==> src/pkg/stc_defines.svh <==
// constants of the speed/torque reference conditioner
// assumes a 125 MHz clock and settings already range-checked by software
`ifndef STC_DEFINES_SVH
`define STC_DEFINES_SVH
`define STC_CLK_KHZ          125000
`define STC_TICK_MS          1
`define STC_TICK_CYCLES      (`STC_CLK_KHZ * `STC_TICK_MS)
`define STC_FN_POT_UP        8'h10
`define STC_FN_POT_DOWN      8'h11
`define STC_FN_TRIM_UP       8'h1c
`define STC_FN_TRIM_DOWN     8'h1d
`define STC_FN_MODE_CHANGE   8'h71
`define STC_FN_POL_REVERSE   8'h78
`define STC_AIN_TORQUE_REF   8'h0d
`define STC_AIN_TORQUE_COMP  8'h0e
`define STC_METHOD_FLUX_VEC  4'h3
`define STC_MODE_SPEED       1'h0
`define STC_MODE_TORQUE      1'h1
`define STC_LIMIT_ANALOG     2'h1
`define STC_LIMIT_PROGRAM    2'h2
`define STC_MEMORY_ON        1'h1
`define STC_SKIP_MAX         16'h07d0
`define STC_SKIP_DEF         16'h0000
`define STC_WIDTH_MAX        16'h00c8
`define STC_WIDTH_DEF        16'h000a
`define STC_TRIM_DEF         8'h0a
`define STC_TRIM_MAX         8'h64
`define STC_LIMIT_DEF        8'h00
`define STC_BIAS_DEF         8'h0a
`define STC_PCT_MAX          8'h78
`define STC_DELAY_MAX        16'h03e8
`define STC_DELAY_DEF        16'h0000
`define STC_PERCENT          24'h000064
`endif

==> src/pkg/stc_pkg.sv <==
// types shared by the conditioner and its bench
// assumes stc_defines.svh sits beside it on the include path
package stc_pkg;
    typedef logic signed [15:0] stc_val_t;
    typedef enum logic {STC_SW_IDLE, STC_SW_WAIT} stc_sw_state_t;
endpackage : stc_pkg

==> src/design/stc_reference_conditioner.sv <==
// speed reference conditioning and speed/torque mode selection
// assumes all inputs synchronous to clk and settings held steady by software
// Function
// - three skip centres, 0 to 200.0 Hz
// - one shared skip width, up to 20.0 Hz
// - rising command held below band until past
// - falling command held above band until past
// - pot up/down ramps, both or none holds
// - pot memory off restarts at zero
// - trim step percent added or subtracted
// - trim codes 1c/1d, reopen restores analog
// - torque mode only under flux vector
// - torque reference delay filter, 0-1000 ms
// - speed limit source analog or programmed
// - programmed limit signed, sign follows run
// - bias added to speed limit as margin
// - mode change waits switchover time
// - analog inputs frozen during switchover
// - analog function 13 torque, 14 compensation
// - torque direction from reference sign
// - unipolar forward only, code 78 inverts
// - torque values are 0.1 % of rated torque
`timescale 1ns/1ps
`include "stc_defines.svh"
module stc_reference_conditioner
    import stc_pkg::*;
#(
    parameter int NDI        = 6,
    parameter int TICK_CYCLES = `STC_TICK_CYCLES
) (
    // clock and reset
    input  wire logic              clk,
    input  wire logic              rst,
    // digital contacts and their function codes
    input  wire logic [NDI-1:0]    digitalIn,
    input  wire logic [NDI*8-1:0]  digitalInputFunction,
    // run command
    input  wire logic              runCmd,
    input  wire logic              runReverse,
    // frequency settings, 0.1 Hz units
    input  wire logic [15:0]       skipCentreFirst,
    input  wire logic [15:0]       skipCentreSecond,
    input  wire logic [15:0]       skipCentreThird,
    input  wire logic [15:0]       skipBandWidth,
    input  wire logic [15:0]       maxOutputFrequency,
    // potentiometer reference
    input  wire logic              potReferenceMemory,
    input  wire logic              potSelect,
    input  wire logic [15:0]       accelStep,
    input  wire logic [15:0]       decelStep,
    input  wire logic              potRestore,
    input  wire logic [15:0]       potRestoreValue,
    // analog reference and trim
    input  wire logic [15:0]       analogReference,
    input  wire logic [7:0]        trimStepLevel,
    // analog terminals, 0.1 % of rated torque
    input  wire stc_val_t          analogTerminalTwo,
    input  wire stc_val_t          analogTerminalThree,
    input  wire logic [7:0]        analogIn2Function,
    input  wire logic [7:0]        analogIn3Function,
    input  wire logic              analogTwoUnipolar,
    input  wire logic              analogThreeUnipolar,
    // torque control settings
    input  wire logic [3:0]        controlMethodSelect,
    input  wire logic              controlModeSelect,
    input  wire logic [15:0]       torqueRefDelay,
    input  wire logic [1:0]        speedLimitSource,
    input  wire logic signed [7:0] speedLimitValue,
    input  wire logic [7:0]        speedLimitBias,
    input  wire logic [15:0]       modeSwitchTimer,
    // conditioned outputs
    output logic [15:0]            speedRef,
    output logic [15:0]            motorPotReference,
    output logic [15:0]            potSavedRef,
    output logic                   torqueMode,
    output logic                   switchPending,
    output stc_val_t               torqueRef,
    output stc_val_t               torqueComp,
    output logic                   torqueReverse,
    output stc_val_t               speedLimitHigh,
    output stc_val_t               speedLimitLow
);
    logic [31:0]   tickCount;
    logic          msTick;
    logic          runPrev;
    logic          chgPrev;
    logic          switchedMode;
    logic [15:0]   swTimer;
    logic [15:0]   refHeld;
    stc_val_t      heldTwo;
    stc_val_t      heldThree;
    stc_sw_state_t swState;
    logic [31:0]   next_tickCount;
    logic          next_msTick;
    logic [15:0]   next_speedRef;
    logic [15:0]   next_pot;
    logic [15:0]   next_potSaved;
    logic          next_chgPrev;
    logic          next_switchedMode;
    logic [15:0]   next_swTimer;
    logic [15:0]   next_refHeld;
    stc_val_t      next_heldTwo;
    stc_val_t      next_heldThree;
    stc_sw_state_t next_swState;
    logic          next_torqueMode;
    stc_val_t      next_torqueRef;
    stc_val_t      next_torqueComp;
    stc_val_t      next_limHigh;
    stc_val_t      next_limLow;

    // any contact assigned the given function and closed
    function automatic logic fnActive(input logic [7:0] code);
        logic hit;
        hit = 1'b0;
        for (int i = 0; i < NDI; i++) begin
            if (digitalIn[i] && digitalInputFunction[i*8 +: 8] == code) begin
                hit = 1'b1;
            end
        end
        return hit;
    endfunction : fnActive

    // one skip band; a zero centre leaves the band unused
    function automatic logic [15:0] skipBand(input logic [15:0] v,
                                             input logic [15:0] prev,
                                             input logic [15:0] c);
        logic [16:0] lo;
        logic [16:0] hi;
        lo = (c > skipBandWidth) ? {1'b0, c} - {1'b0, skipBandWidth}
                                 : 17'h00000;
        hi = {1'b0, c} + {1'b0, skipBandWidth};
        if (c == 16'h0000 || {1'b0, v} < lo || {1'b0, v} > hi) begin
            return v;
        end
        // previous output tells which side we approached from
        if (prev <= c) begin
            return lo[15:0];
        end
        return hi[15:0];
    endfunction : skipBand

    // percent of max frequency as a 0.1 Hz quantity
    function automatic logic [15:0] pctOfMax(input logic [7:0] p);
        logic [23:0] prod;
        prod = 24'(maxOutputFrequency) * 24'(p);
        return 16'(prod / `STC_PERCENT);
    endfunction : pctOfMax

    // millisecond enable
    always_comb begin
        next_msTick    = 1'b0;
        next_tickCount = tickCount + 32'h00000001;
        if (tickCount >= 32'(TICK_CYCLES - 1)) begin
            next_tickCount = 32'h00000000;
            next_msTick    = 1'b1;
        end
    end

    always_ff @(posedge clk) begin
        if (rst) begin
            tickCount <= 32'h00000000;
            msTick    <= 1'b0;
        end else begin
            tickCount <= next_tickCount;
            msTick    <= next_msTick;
        end
    end

    // potentiometer reference
    always_comb begin
        logic        up;
        logic        dn;
        logic [16:0] sum;
        up  = fnActive(`STC_FN_POT_UP);
        dn  = fnActive(`STC_FN_POT_DOWN);
        sum = {1'b0, motorPotReference} + {1'b0, accelStep};
        next_pot      = motorPotReference;
        next_potSaved = potSavedRef;
        if (runPrev && !runCmd) begin
            next_potSaved = motorPotReference;
        end
        if (potRestore) begin
            next_pot = potRestoreValue;
        end else if (runCmd && !runPrev) begin
            if (potReferenceMemory != `STC_MEMORY_ON) begin
                next_pot = 16'h0000;
            end
        end else if (runCmd && msTick && up && !dn) begin
            next_pot = (sum > {1'b0, maxOutputFrequency})
                     ? maxOutputFrequency : sum[15:0];
        end else if (runCmd && msTick && dn && !up) begin
            next_pot = (motorPotReference > decelStep)
                     ? motorPotReference - decelStep : 16'h0000;
        end
    end

    // trim on the analog reference, skip bands on the selected reference
    always_comb begin
        logic [15:0] ref0;
        logic [15:0] trim;
        logic [16:0] tsum;
        logic        tu;
        logic        td;
        logic [15:0] s1;
        logic [15:0] s2;
        ref0 = (swState == STC_SW_WAIT) ? refHeld : analogReference;
        trim = pctOfMax(trimStepLevel);
        tsum = {1'b0, ref0} + {1'b0, trim};
        tu   = fnActive(`STC_FN_TRIM_UP);
        td   = fnActive(`STC_FN_TRIM_DOWN);
        // open trim contacts fall straight back to ref0
        if (tu && !td) begin
            ref0 = tsum[15:0];
        end else if (td && !tu) begin
            ref0 = (ref0 > trim) ? ref0 - trim : 16'h0000;
        end
        if (potSelect) begin
            ref0 = motorPotReference;
        end
        s1 = skipBand(ref0, speedRef, skipCentreFirst);
        s2 = skipBand(s1, speedRef, skipCentreSecond);
        next_speedRef = skipBand(s2, speedRef, skipCentreThird);
    end

    // speed/torque switchover with frozen analog inputs
    always_comb begin
        logic chg;
        chg = fnActive(`STC_FN_MODE_CHANGE);
        next_chgPrev      = chg;
        next_swState      = swState;
        next_swTimer      = swTimer;
        next_switchedMode = switchedMode;
        next_refHeld      = refHeld;
        next_heldTwo      = heldTwo;
        next_heldThree    = heldThree;
        if (chg != chgPrev) begin
            next_swState = STC_SW_WAIT;
            next_swTimer = modeSwitchTimer;
            if (swState == STC_SW_IDLE) begin
                next_refHeld = analogReference;
                next_heldTwo = analogTerminalTwo;
                next_heldThree = analogTerminalThree;
            end
        end else begin
            unique case (swState)
                STC_SW_IDLE: begin
                end
                STC_SW_WAIT: begin
                    if (swTimer == 16'h0000) begin
                        next_switchedMode = chg;
                        next_swState      = STC_SW_IDLE;
                    end else if (msTick) begin
                        next_swTimer = swTimer - 16'h0001;
                    end
                end
            endcase
        end
        next_torqueMode = `STC_MODE_SPEED;
        if (controlMethodSelect == `STC_METHOD_FLUX_VEC) begin
            next_torqueMode = (controlModeSelect == `STC_MODE_TORQUE)
                            || switchedMode;
        end
    end

    // torque reference, compensation, filter and speed limits
    always_comb begin
        stc_val_t inTwo;
        stc_val_t inThree;
        stc_val_t tq;
        stc_val_t cp;
        logic signed [17:0] diff;
        logic signed [15:0] lim;
        logic signed [15:0] bias;
        lim = $signed(speedRef);
        inTwo = (swState == STC_SW_WAIT) ? heldTwo : analogTerminalTwo;
        inThree = (swState == STC_SW_WAIT) ? heldThree : analogTerminalThree;
        if (analogTwoUnipolar && inTwo < 0) begin
            inTwo = 16'sh0000;
        end
        if (analogThreeUnipolar && inThree < 0) begin
            inThree = 16'sh0000;
        end
        tq = 16'sh0000;
        cp = 16'sh0000;
        // values stay in 0.1 % of rated torque
        if (analogIn2Function == `STC_AIN_TORQUE_REF) tq = tq + inTwo;
        if (analogIn3Function == `STC_AIN_TORQUE_REF) tq = tq + inThree;
        if (analogIn2Function == `STC_AIN_TORQUE_COMP) cp = cp + inTwo;
        if (analogIn3Function == `STC_AIN_TORQUE_COMP) cp = cp + inThree;
        if (fnActive(`STC_FN_POL_REVERSE)) begin
            tq = -tq;
        end
        next_torqueComp = cp;
        // first-order lag stepped each ms; zero delay passes straight
        diff = 18'(tq) - 18'(torqueRef);
        next_torqueRef = torqueRef;
        if (torqueRefDelay == 16'h0000) begin
            next_torqueRef = tq;
        end else if (msTick) begin
            next_torqueRef = 16'(18'(torqueRef)
                + diff / $signed({2'b00, torqueRefDelay}));
        end
        if (speedLimitSource == `STC_LIMIT_PROGRAM) begin
            lim = $signed(pctOfMax(speedLimitValue < 0 ? 8'(-speedLimitValue)
                                   : speedLimitValue));
            if (speedLimitValue < 0) lim = -lim;
        end
        if (runReverse) begin
            lim = -lim;
        end
        bias = $signed(pctOfMax(speedLimitBias));
        next_limHigh = ((lim > 0) ? lim : 16'sh0000) + bias;
        next_limLow  = ((lim < 0) ? lim : 16'sh0000) - bias;
    end

    always_ff @(posedge clk) begin
        if (rst) begin
            speedRef          <= 16'h0000;
            motorPotReference <= 16'h0000;
            potSavedRef       <= 16'h0000;
            runPrev           <= 1'b0;
            chgPrev           <= 1'b0;
            switchedMode      <= 1'b0;
            swTimer           <= 16'h0000;
            swState           <= STC_SW_IDLE;
            refHeld           <= 16'h0000;
            heldTwo           <= 16'sh0000;
            heldThree         <= 16'sh0000;
            torqueMode        <= 1'b0;
            switchPending     <= 1'b0;
            torqueRef         <= 16'sh0000;
            torqueComp        <= 16'sh0000;
            torqueReverse     <= 1'b0;
            speedLimitHigh    <= 16'sh0000;
            speedLimitLow     <= 16'sh0000;
        end else begin
            speedRef          <= next_speedRef;
            motorPotReference <= next_pot;
            potSavedRef       <= next_potSaved;
            runPrev           <= runCmd;
            chgPrev           <= next_chgPrev;
            switchedMode      <= next_switchedMode;
            swTimer           <= next_swTimer;
            swState           <= next_swState;
            refHeld           <= next_refHeld;
            heldTwo           <= next_heldTwo;
            heldThree         <= next_heldThree;
            torqueMode        <= next_torqueMode;
            switchPending     <= (next_swState == STC_SW_WAIT);
            torqueRef         <= next_torqueRef;
            torqueComp        <= next_torqueComp;
            torqueReverse     <= next_torqueRef < 0;
            speedLimitHigh    <= next_limHigh;
            speedLimitLow     <= next_limLow;
        end
    end
endmodule : stc_reference_conditioner

==> config.mk <==
export PLATFORM = sky130hd
export DESIGN_NAME = stc_reference_conditioner
export DESIGN_NICKNAME = d
export VERILOG_FILES = /design/src/pkg/stc_pkg.sv /design/src/design/stc_reference_conditioner.sv
export VERILOG_INCLUDE_DIRS = /design/src /design/src/pkg
export SDC_FILE = /design/constraint.sdc
export NUM_CORES = 2
export LEC_CHECK = 0
export BUFFER_PORTS_ARGS = -buffer_cell sky130_fd_sc_hd__buf_2
export CAP_MARGIN = 25
export CORE_MARGIN = 3
export CORE_UTILIZATION = 50
export DETAILED_ROUTE_END_ITERATION = 6
export PLACE_DENSITY = 0.66
export SYNTH_ARGS = -nofsm -noshare
export SYNTH_HDL_FRONTEND = slang
export SYNTH_SLANG_ARGS = --single-unit
==> constraint.sdc <==
create_clock -name clk -period 127.6 [get_ports clk]
set_clock_uncertainty 0.1 [all_clocks]
set_input_delay 6.38 -clock clk [delete_from_list [all_inputs] [get_ports clk]]
set_output_delay 6.38 -clock clk [all_outputs]
set_load 0.02 [all_outputs]
# [Word-level counts from Yosys, hierarchy flattened]
# Cells that the tools add are included.
[totals] output_inout_bits=115 word_cells=287 in_bits=318 reg_bits=215
[op_classes] add_sub_neg=22 div=4 bitwise_logic=2 order_cmp=22 muxes=97 reduce_logical=73 n_eq_ne=45 mul=3
[op_table] cell="$mux W16" count=44
[op_table] cell="$eq A8 B5 Y1 const B" count=24
[op_table] cell="$eq A8 B7 Y1 const B" count=12
[op_table] cell="$add A16 B16 Y16" count=5
[op_table] cell="$gt A16 B16 Y1" count=5
[op_table] cell="$logic_not A16 Y1" count=5
[op_table] cell="$div A24 B7 Y24 const B" count=3
[op_table] cell="$mul A16 B8 Y24" count=3
[op_table] cell="$add A16 B16 Y17" count=4
[op_table] cell="$sub A16 B16 Y17" count=4
[op_table] cell="$lt A16 B1 Y1 const B" count=4
[op_table] cell="$gt A16 B17 Y1" count=3
[op_table] cell="$lt A16 B17 Y1" count=3
[op_table] cell="$mux W17" count=3
[op_table] cell="$mux W1" count=49
[op_table] cell="$le A16 B16 Y1" count=3
[op_table] cell="$neg A16 Y16" count=3
[op_table] cell="$sub A16 B16 Y16" count=3
[op_table] cell="$logic_and A1 B1 Y1" count=47
[op_table] cell="$add A32 B1 Y32 const B" count=1
[op_table] cell="$eq A8 B4 Y1 const B" count=4
[op_table] cell="$ge A32 B17 Y1 const B" count=1
[op_table] cell="$div A18 B17 Y18" count=1
[op_table] cell="$gt A17 B16 Y1" count=1
[op_table] cell="18 further kinds" count=33

# [Logic depth before layout (Yosys ltp)]
[depth] depth_word=34 mapped_depth=304 depth_no_buf=282

# [Worst setup path after synthesis]
# Ideal clock, no wire load.
[synth_path] path_kind="input port to flip-flop" from="in analogIn2Function[7]" to="reg torqueRef[15]" setup_time_ns=0.086 path_buffers=18 slack_ns=67.330 path_stages=293 required_ns=127.414 arrival_time_ns=60.084 cell_sequence="nor4_1 > and3_1 > and3b_1 > nand2_1 > clkbuf_1 > buf_1 > buf_1 > nor2_1 > ha_1 > fa_1 > nand2_1 > o31ai_1 > inv_1 > ha_1 > nor2_1 > a21oi_1 > ha_1 > nor2b_1 > [257 not listed] > a21o_1 > a21oi_1 > o21bai_1 > a21oi_1 > o21bai_1 > a21oi_1 > o21bai_1 > a21oi_1 > o21bai_1 > a21oi_1 > nor2b_1 > o21ai_0 > nand2b_1 > xnor2_1 > xnor2_1 > nand2_1 > xnor2_1 > a211oi_1"
[synth_via] elab_chain_cells=11
[synth_rtl] element="start: declaration" line="stc_reference_conditioner.sv:59" text="input wire logic [7:0] analogIn2Function,"
[synth_rtl] element="$eq A8 B4 Y1 (no line) *"
[synth_rtl] element="$mux W16 *" line="stc_reference_conditioner.sv:286" text="if (analogIn2Function == `STC_AIN_TORQUE_REF) tq = tq + inTwo;"
[synth_rtl] element="$add A16 B16 Y16" line="stc_reference_conditioner.sv:287" text="if (analogIn3Function == `STC_AIN_TORQUE_REF) tq = tq + inThree;"
[synth_rtl] element="$mux W16 *" line="stc_reference_conditioner.sv:287"
[synth_rtl] element="$neg A16 Y16" line="stc_reference_conditioner.sv:291" text="tq = -tq;"
[synth_rtl] element="$mux W16 *" line="stc_reference_conditioner.sv:290" text="if (fnActive(`STC_FN_POL_REVERSE)) begin"
[synth_rtl] element="$sub A16 B16 Y17" line="stc_reference_conditioner.sv:295" text="diff = 18'(tq) - 18'(torqueRef);"
[synth_rtl] element="$div A18 B17 Y18" line="stc_reference_conditioner.sv:301" text="+ diff / $signed({2'b00, torqueRefDelay}));"
[synth_rtl] element="$add A16 B16 Y16" line="stc_reference_conditioner.sv:301"
[synth_rtl] element="$mux W16" line="stc_reference_conditioner.sv:299" text="end else if (msTick) begin"
[synth_rtl] element="$mux W16 *" line="stc_reference_conditioner.sv:297" text="if (torqueRefDelay == 16'h0000) begin"
[synth_rtl] element="end signal: assignment" line="stc_reference_conditioner.sv:350" text="torqueRef <= next_torqueRef;"
[synth_rtl] element="end: declaration" line="stc_reference_conditioner.sv:77" text="output stc_val_t torqueRef,"
# Every way passes the cells marked *; elsewhere a longest branch is shown, timed or not.
# A chain may end at the register's enable or synchronous reset.

# [Worst setup path after layout]
[layout_path] from="in analogIn2Function[5]" to="reg torqueRef[15]"
# Same word-level chain as after synthesis.

==> flow_summary.html <==
<table>
<tr><th>Metric</th><th>Value</th></tr>
<tr><th colspan="2">Run status</th></tr>
<tr><td>Run status</td><td>finished clean</td></tr>
<tr><th colspan="2">CTS</th></tr>
<tr><td>Clock buffer depth</td><td>3</td></tr>
<tr><td>Number of buffers created by CTS</td><td>28</td></tr>
<tr><td>Post-CTS setup buffers</td><td>0</td></tr>
<tr><td>Clock tree from TritonCTS</td><td>built</td></tr>
<tr><td>Cell at the root of the clock tree</td><td>sky130_fd_sc_hd__clkbuf_16</td></tr>
<tr><td>Insertion delay of the later-clocked pin in the worst-skew pair</td><td>between 0.6 and 0.7 ns</td></tr>
<tr><td>Count of instances resized after the clock tree is built</td><td>0</td></tr>
<tr><td>TritonCTS sink count</td><td>214</td></tr>
<tr><td>Clock-pin slew on the worst setup and hold paths</td><td>0.07 ns</td></tr>
<tr><td>CTS H-tree lvls</td><td>1</td></tr>
<tr><td>Hold-fix buffers, CTS</td><td>0</td></tr>
<tr><th colspan="2">Global route</th></tr>
<tr><td>First-pass GRT wire length</td><td>282000 microns</td></tr>
<tr><td>Largest net degree at the start of global routing</td><td>a little over 70</td></tr>
<tr><td>GRT Total Usage</td><td>0.292</td></tr>
<tr><td>Vias in the first global route</td><td>about 54000</td></tr>
<tr><td>Global route total overflow</td><td>0</td></tr>
<tr><td>Initial antenna violation count</td><td>19</td></tr>
<tr><th colspan="2">Setup path</th></tr>
<tr><td>Critical Path Max Stage Delay</td><td>roughly 0.67 ns</td></tr>
<tr><td>Largest driver fanout on the critical path</td><td>33</td></tr>
<tr><td>Crit. End Element</td><td>register</td></tr>
<tr><td>Library cell appearing most often on the critical path</td><td>sky130_fd_sc_hd__o21a_1</td></tr>
<tr><td>Data required time at the worst endpoint</td><td>~130 ns</td></tr>
<tr><td>Library cell contributing the largest single delay on the critical path</td><td>sky130_fd_sc_hd__nor3_1</td></tr>
<tr><td>Worst setup path category</td><td>in -&gt; reg</td></tr>
<tr><td>Data arrival time of the worst path</td><td>between 60 and 70 ns</td></tr>
<tr><td>Critical path startpoint category</td><td>input port</td></tr>
<tr><th colspan="2">Floorplan</th></tr>
<tr><td>Area of the core region</td><td>~0.11 sq mm</td></tr>
<tr><td>Std-Cell Rows</td><td>122</td></tr>
<tr><td>Die outline area</td><td>between 0.1 and 0.15 sq mm</td></tr>
<tr><td>Effective utilization at floorplan</td><td>0.506</td></tr>
<tr><td>Die Y-Extent</td><td>approximately 340 microns</td></tr>
<tr><td>DIE WIDTH</td><td>341 microns</td></tr>
<tr><td>Boundary pin count</td><td>around 430</td></tr>
<tr><th colspan="2">Placement</th></tr>
<tr><td>Number of I/O port buffers</td><td>~430</td></tr>
<tr><td>DP HPWL</td><td>approximately 140000 microns</td></tr>
<tr><td>Cell Area, Placed</td><td>around 0.06 sq mm</td></tr>
<tr><td>Routability-driven placement congestion ratio</td><td>around 0.96</td></tr>
<tr><td>Cell Count Post-Placement</td><td>9296</td></tr>
<tr><th colspan="2">Synth</th></tr>
<tr><td>Seq/Total Area, Yosys</td><td>0.0763</td></tr>
<tr><td>Main synth FF type</td><td>sky130_fd_sc_hd__dfxtp_1</td></tr>
<tr><td>Cell accounting for the most synthesized area</td><td>sky130_fd_sc_hd__ha_1</td></tr>
<tr><td>Post-synth ARST share</td><td>0</td></tr>
<tr><td>Post-synthesis register bit count</td><td>between 200 and 250</td></tr>
<tr><td>Library cell with the highest instance count after synthesis</td><td>sky130_fd_sc_hd__nor2_1</td></tr>
<tr><td>Post-synth cell types</td><td>~140</td></tr>
<tr><td>Synthesized cell area</td><td>roughly 0.056 sq mm</td></tr>
<tr><td>Count of flip-flops with a built-in enable after synthesis</td><td>0</td></tr>
<tr><td>Area share of the largest cell type after synthesis</td><td>0.158</td></tr>
<tr><td>Synthesized instance count</td><td>between 7000 and 8000</td></tr>
<tr><td>Syn. warnings</td><td>0</td></tr>
<tr><td>Syn avg cell area</td><td>roughly 7.4 sq um</td></tr>
<tr><td>Leading post-synthesis cells by instance count</td><td>837 x sky130_fd_sc_hd__nor2_1, 708 x sky130_fd_sc_hd__ha_1, 651 x sky130_fd_sc_hd__nand2_1, 612 x sky130_fd_sc_hd__inv_1, 517 x sky130_fd_sc_hd__a21oi_1</td></tr>
<tr><td>Leading post-synthesis cells by cell area</td><td>sky130_fd_sc_hd__ha_1 16%, sky130_fd_sc_hd__fa_1 9.6%, sky130_fd_sc_hd__dfxtp_1 7.6%</td></tr>
<tr><th colspan="2">Cells and area</th></tr>
<tr><td>Layout net count</td><td>~9000</td></tr>
<tr><td>Final Non-Filler Cells</td><td>roughly 9400</td></tr>
<tr><td>Area growth from synthesis to final layout</td><td>8.23%</td></tr>
<tr><td>Fraction of layout instances using a drive strength above 1</td><td>0.104</td></tr>
<tr><td>Design Area, Final</td><td>0.0608 sq mm</td></tr>
<tr><th colspan="2">Drt</th></tr>
<tr><td>Number of iterations in the first detailed-routing pass</td><td>5</td></tr>
<tr><td>Average routed wire per standard cell</td><td>~19 microns</td></tr>
<tr><td>Initial detailed-routing violation count</td><td>between 3000 and 4000</td></tr>
<tr><td>Total Routed Length</td><td>178000 microns</td></tr>
<tr><td>Vias</td><td>56300</td></tr>
<tr><td>Number of remaining DRC errors</td><td>0</td></tr>
<tr><td>Number of nets with antenna violations after detailed routing</td><td>0</td></tr>
<tr><td>Post-detailed-route via-to-cell ratio</td><td>approximately 6.0</td></tr>
<tr><th colspan="2">STA</th></tr>
<tr><td>Slew at the pin with the worst max-slew slack</td><td>between 1 and 1.5 ns</td></tr>
<tr><td>RSZ-0062 raised after global routing</td><td>false</td></tr>
<tr><td>Rel. slew slack</td><td>0.211</td></tr>
<tr><td># setup viols final</td><td>0</td></tr>
<tr><td>Final min period</td><td>just over 60 ns</td></tr>
<tr><td>Aggregate negative setup slack</td><td>0 ns</td></tr>
<tr><td>Achievable clock frequency</td><td>approximately 16 MHz</td></tr>
<tr><td>Ratio of final minimum period to clock period</td><td>0.482</td></tr>
<tr><td>Hold violation total from the final report</td><td>0</td></tr>
<tr><td>Max Transition Viols Final</td><td>0</td></tr>
<tr><th colspan="2">Worst hold path</th></tr>
<tr><td>Path category of the worst min-delay check</td><td>reg -&gt; reg</td></tr>
<tr><th colspan="2">Job</th></tr>
<tr><td>Max-cap violations</td><td>0</td></tr>
</table>
[path summary, 6_finish.rpt]
check / startpoint / endpoint / slack [ns] / cells after the start
max: analogIn2Function[5] / torqueRef[15] / 66.13 / 293
min reg2reg: tickCount[0] / tickCount[0] / 0.35 / 1
min: tickCount[0] / tickCount[0] / 0.35 / 1
max reg2reg: swState / torqueRef[15] / 70.55 / 292
[per-stage QoR]
stage | setup WS, ns | hold WS [ns] | util
after floorplan | 67.33 | 0.313 | -
after global placement | 67.54 | 0.324 | 0.538
after detailed placement | 66.16 | 0.347 | 0.538
after CTS | 66.42 | 0.357 | 0.547
after global routing | 61.62 | 0.369 | 0.547
final | 66.13 | 0.350 | 0.547
[flip-flops by register name (all words and copies together), names as in the netlist]
register	count
heldThree	16
motorPotReference	16
speedLimitHigh	16
swTimer	16
switchedMode	1
torqueMode	1
potSavedRef	16
refHeld	16
speedRef	16
tickCount	32
msTick	1
swState	1
torqueRef	16
heldTwo	16
runPrev	1
torqueComp	16
speedLimitLow	16
chgPrev	1
[critical path: cells and delay by family]
kind,cells,cell delay (ns)
adder cells (fa/ha/maj),23,6.54
XOR/XNOR,4,0.69
AO/OA/AOI/OAI,174,32.26
buffers and inverters,25,4.53
AND/OR/NAND/NOR,55,7.58
multiplexers,12,3.78
[routing by layer]
metal | global-route usage | vias to the layer above | part of all wire
met4 | 0.0959 | 10 | 0.035
met2 | 0.505 | 1701 | 0.47
li1 | - | 27600 | -
met3 | 0.0367 | 314 | 0.061
met5 | 0 | - | 0.00033
met1 | 0.377 | 26700 | 0.44
[cells by family after synthesis]
kind of cell | count (synthesis) | share of synthesized area
compound gates | 2100 | 0.259
buf+inv | 921 | 0.0627
other cells | 1 | 0.0000668
simple gates | 2611 | 0.222
mux | 238 | 0.0447
xor+xnor | 496 | 0.0778
flops | 214 | 0.0763
fa+ha+maj | 1000 | 0.258
[placed cells by master, fill, tap and decap left out, types with 51 or more instances in the layout]
master,Yosys,layout
sky130_fd_sc_hd__a31oi_1,61,61
sky130_fd_sc_hd__or3_1,51,51
sky130_fd_sc_hd__nor2b_1,71,70
sky130_fd_sc_hd__o22ai_1,54,54
sky130_fd_sc_hd__o21bai_1,113,112
sky130_fd_sc_hd__o21a_1,150,150
sky130_fd_sc_hd__nand2_1,651,651
sky130_fd_sc_hd__and2_1,198,198
sky130_fd_sc_hd__mux2_2,96,96
sky130_fd_sc_hd__mux2i_1,140,140
sky130_fd_sc_hd__o21ai_0,256,255
sky130_fd_sc_hd__and3_1,54,54
sky130_fd_sc_hd__nor4_1,54,54
sky130_fd_sc_hd__ha_1,708,708
sky130_fd_sc_hd__xnor2_1,337,336
sky130_fd_sc_hd__xor2_1,156,155
sky130_fd_sc_hd__nand4_1,88,88
sky130_fd_sc_hd__nor3_1,234,231
sky130_fd_sc_hd__dfxtp_1,214,213
sky130_fd_sc_hd__a21o_1,209,209
sky130_fd_sc_hd__fa_1,268,268
sky130_fd_sc_hd__o31ai_1,101,101
sky130_fd_sc_hd__inv_1,612,612
sky130_fd_sc_hd__a211oi_1,131,131
sky130_fd_sc_hd__buf_2,28,432
sky130_fd_sc_hd__nand3_1,134,134
sky130_fd_sc_hd__o211ai_1,66,66
sky130_fd_sc_hd__buf_4,4,81
sky130_fd_sc_hd__a21oi_1,517,515
sky130_fd_sc_hd__nand2b_1,81,81
sky130_fd_sc_hd__nor2_1,837,837
[final cells by class]
class	count	area, sq um
Timing Repair Buffer	516	2800
Sequential cell	214	4290
Clock inverter	18	236
Inverter	619	2330
Antenna cell	9	22.5
Clock buffer	33	749
Multi-Input combinational cell	6461	48500
Tap cell	1488	1860
Fill cell	10900	50200
Power is not shown: default switching activity piles up to over one toggle a cycle in this logic, so the estimate is an artifact.
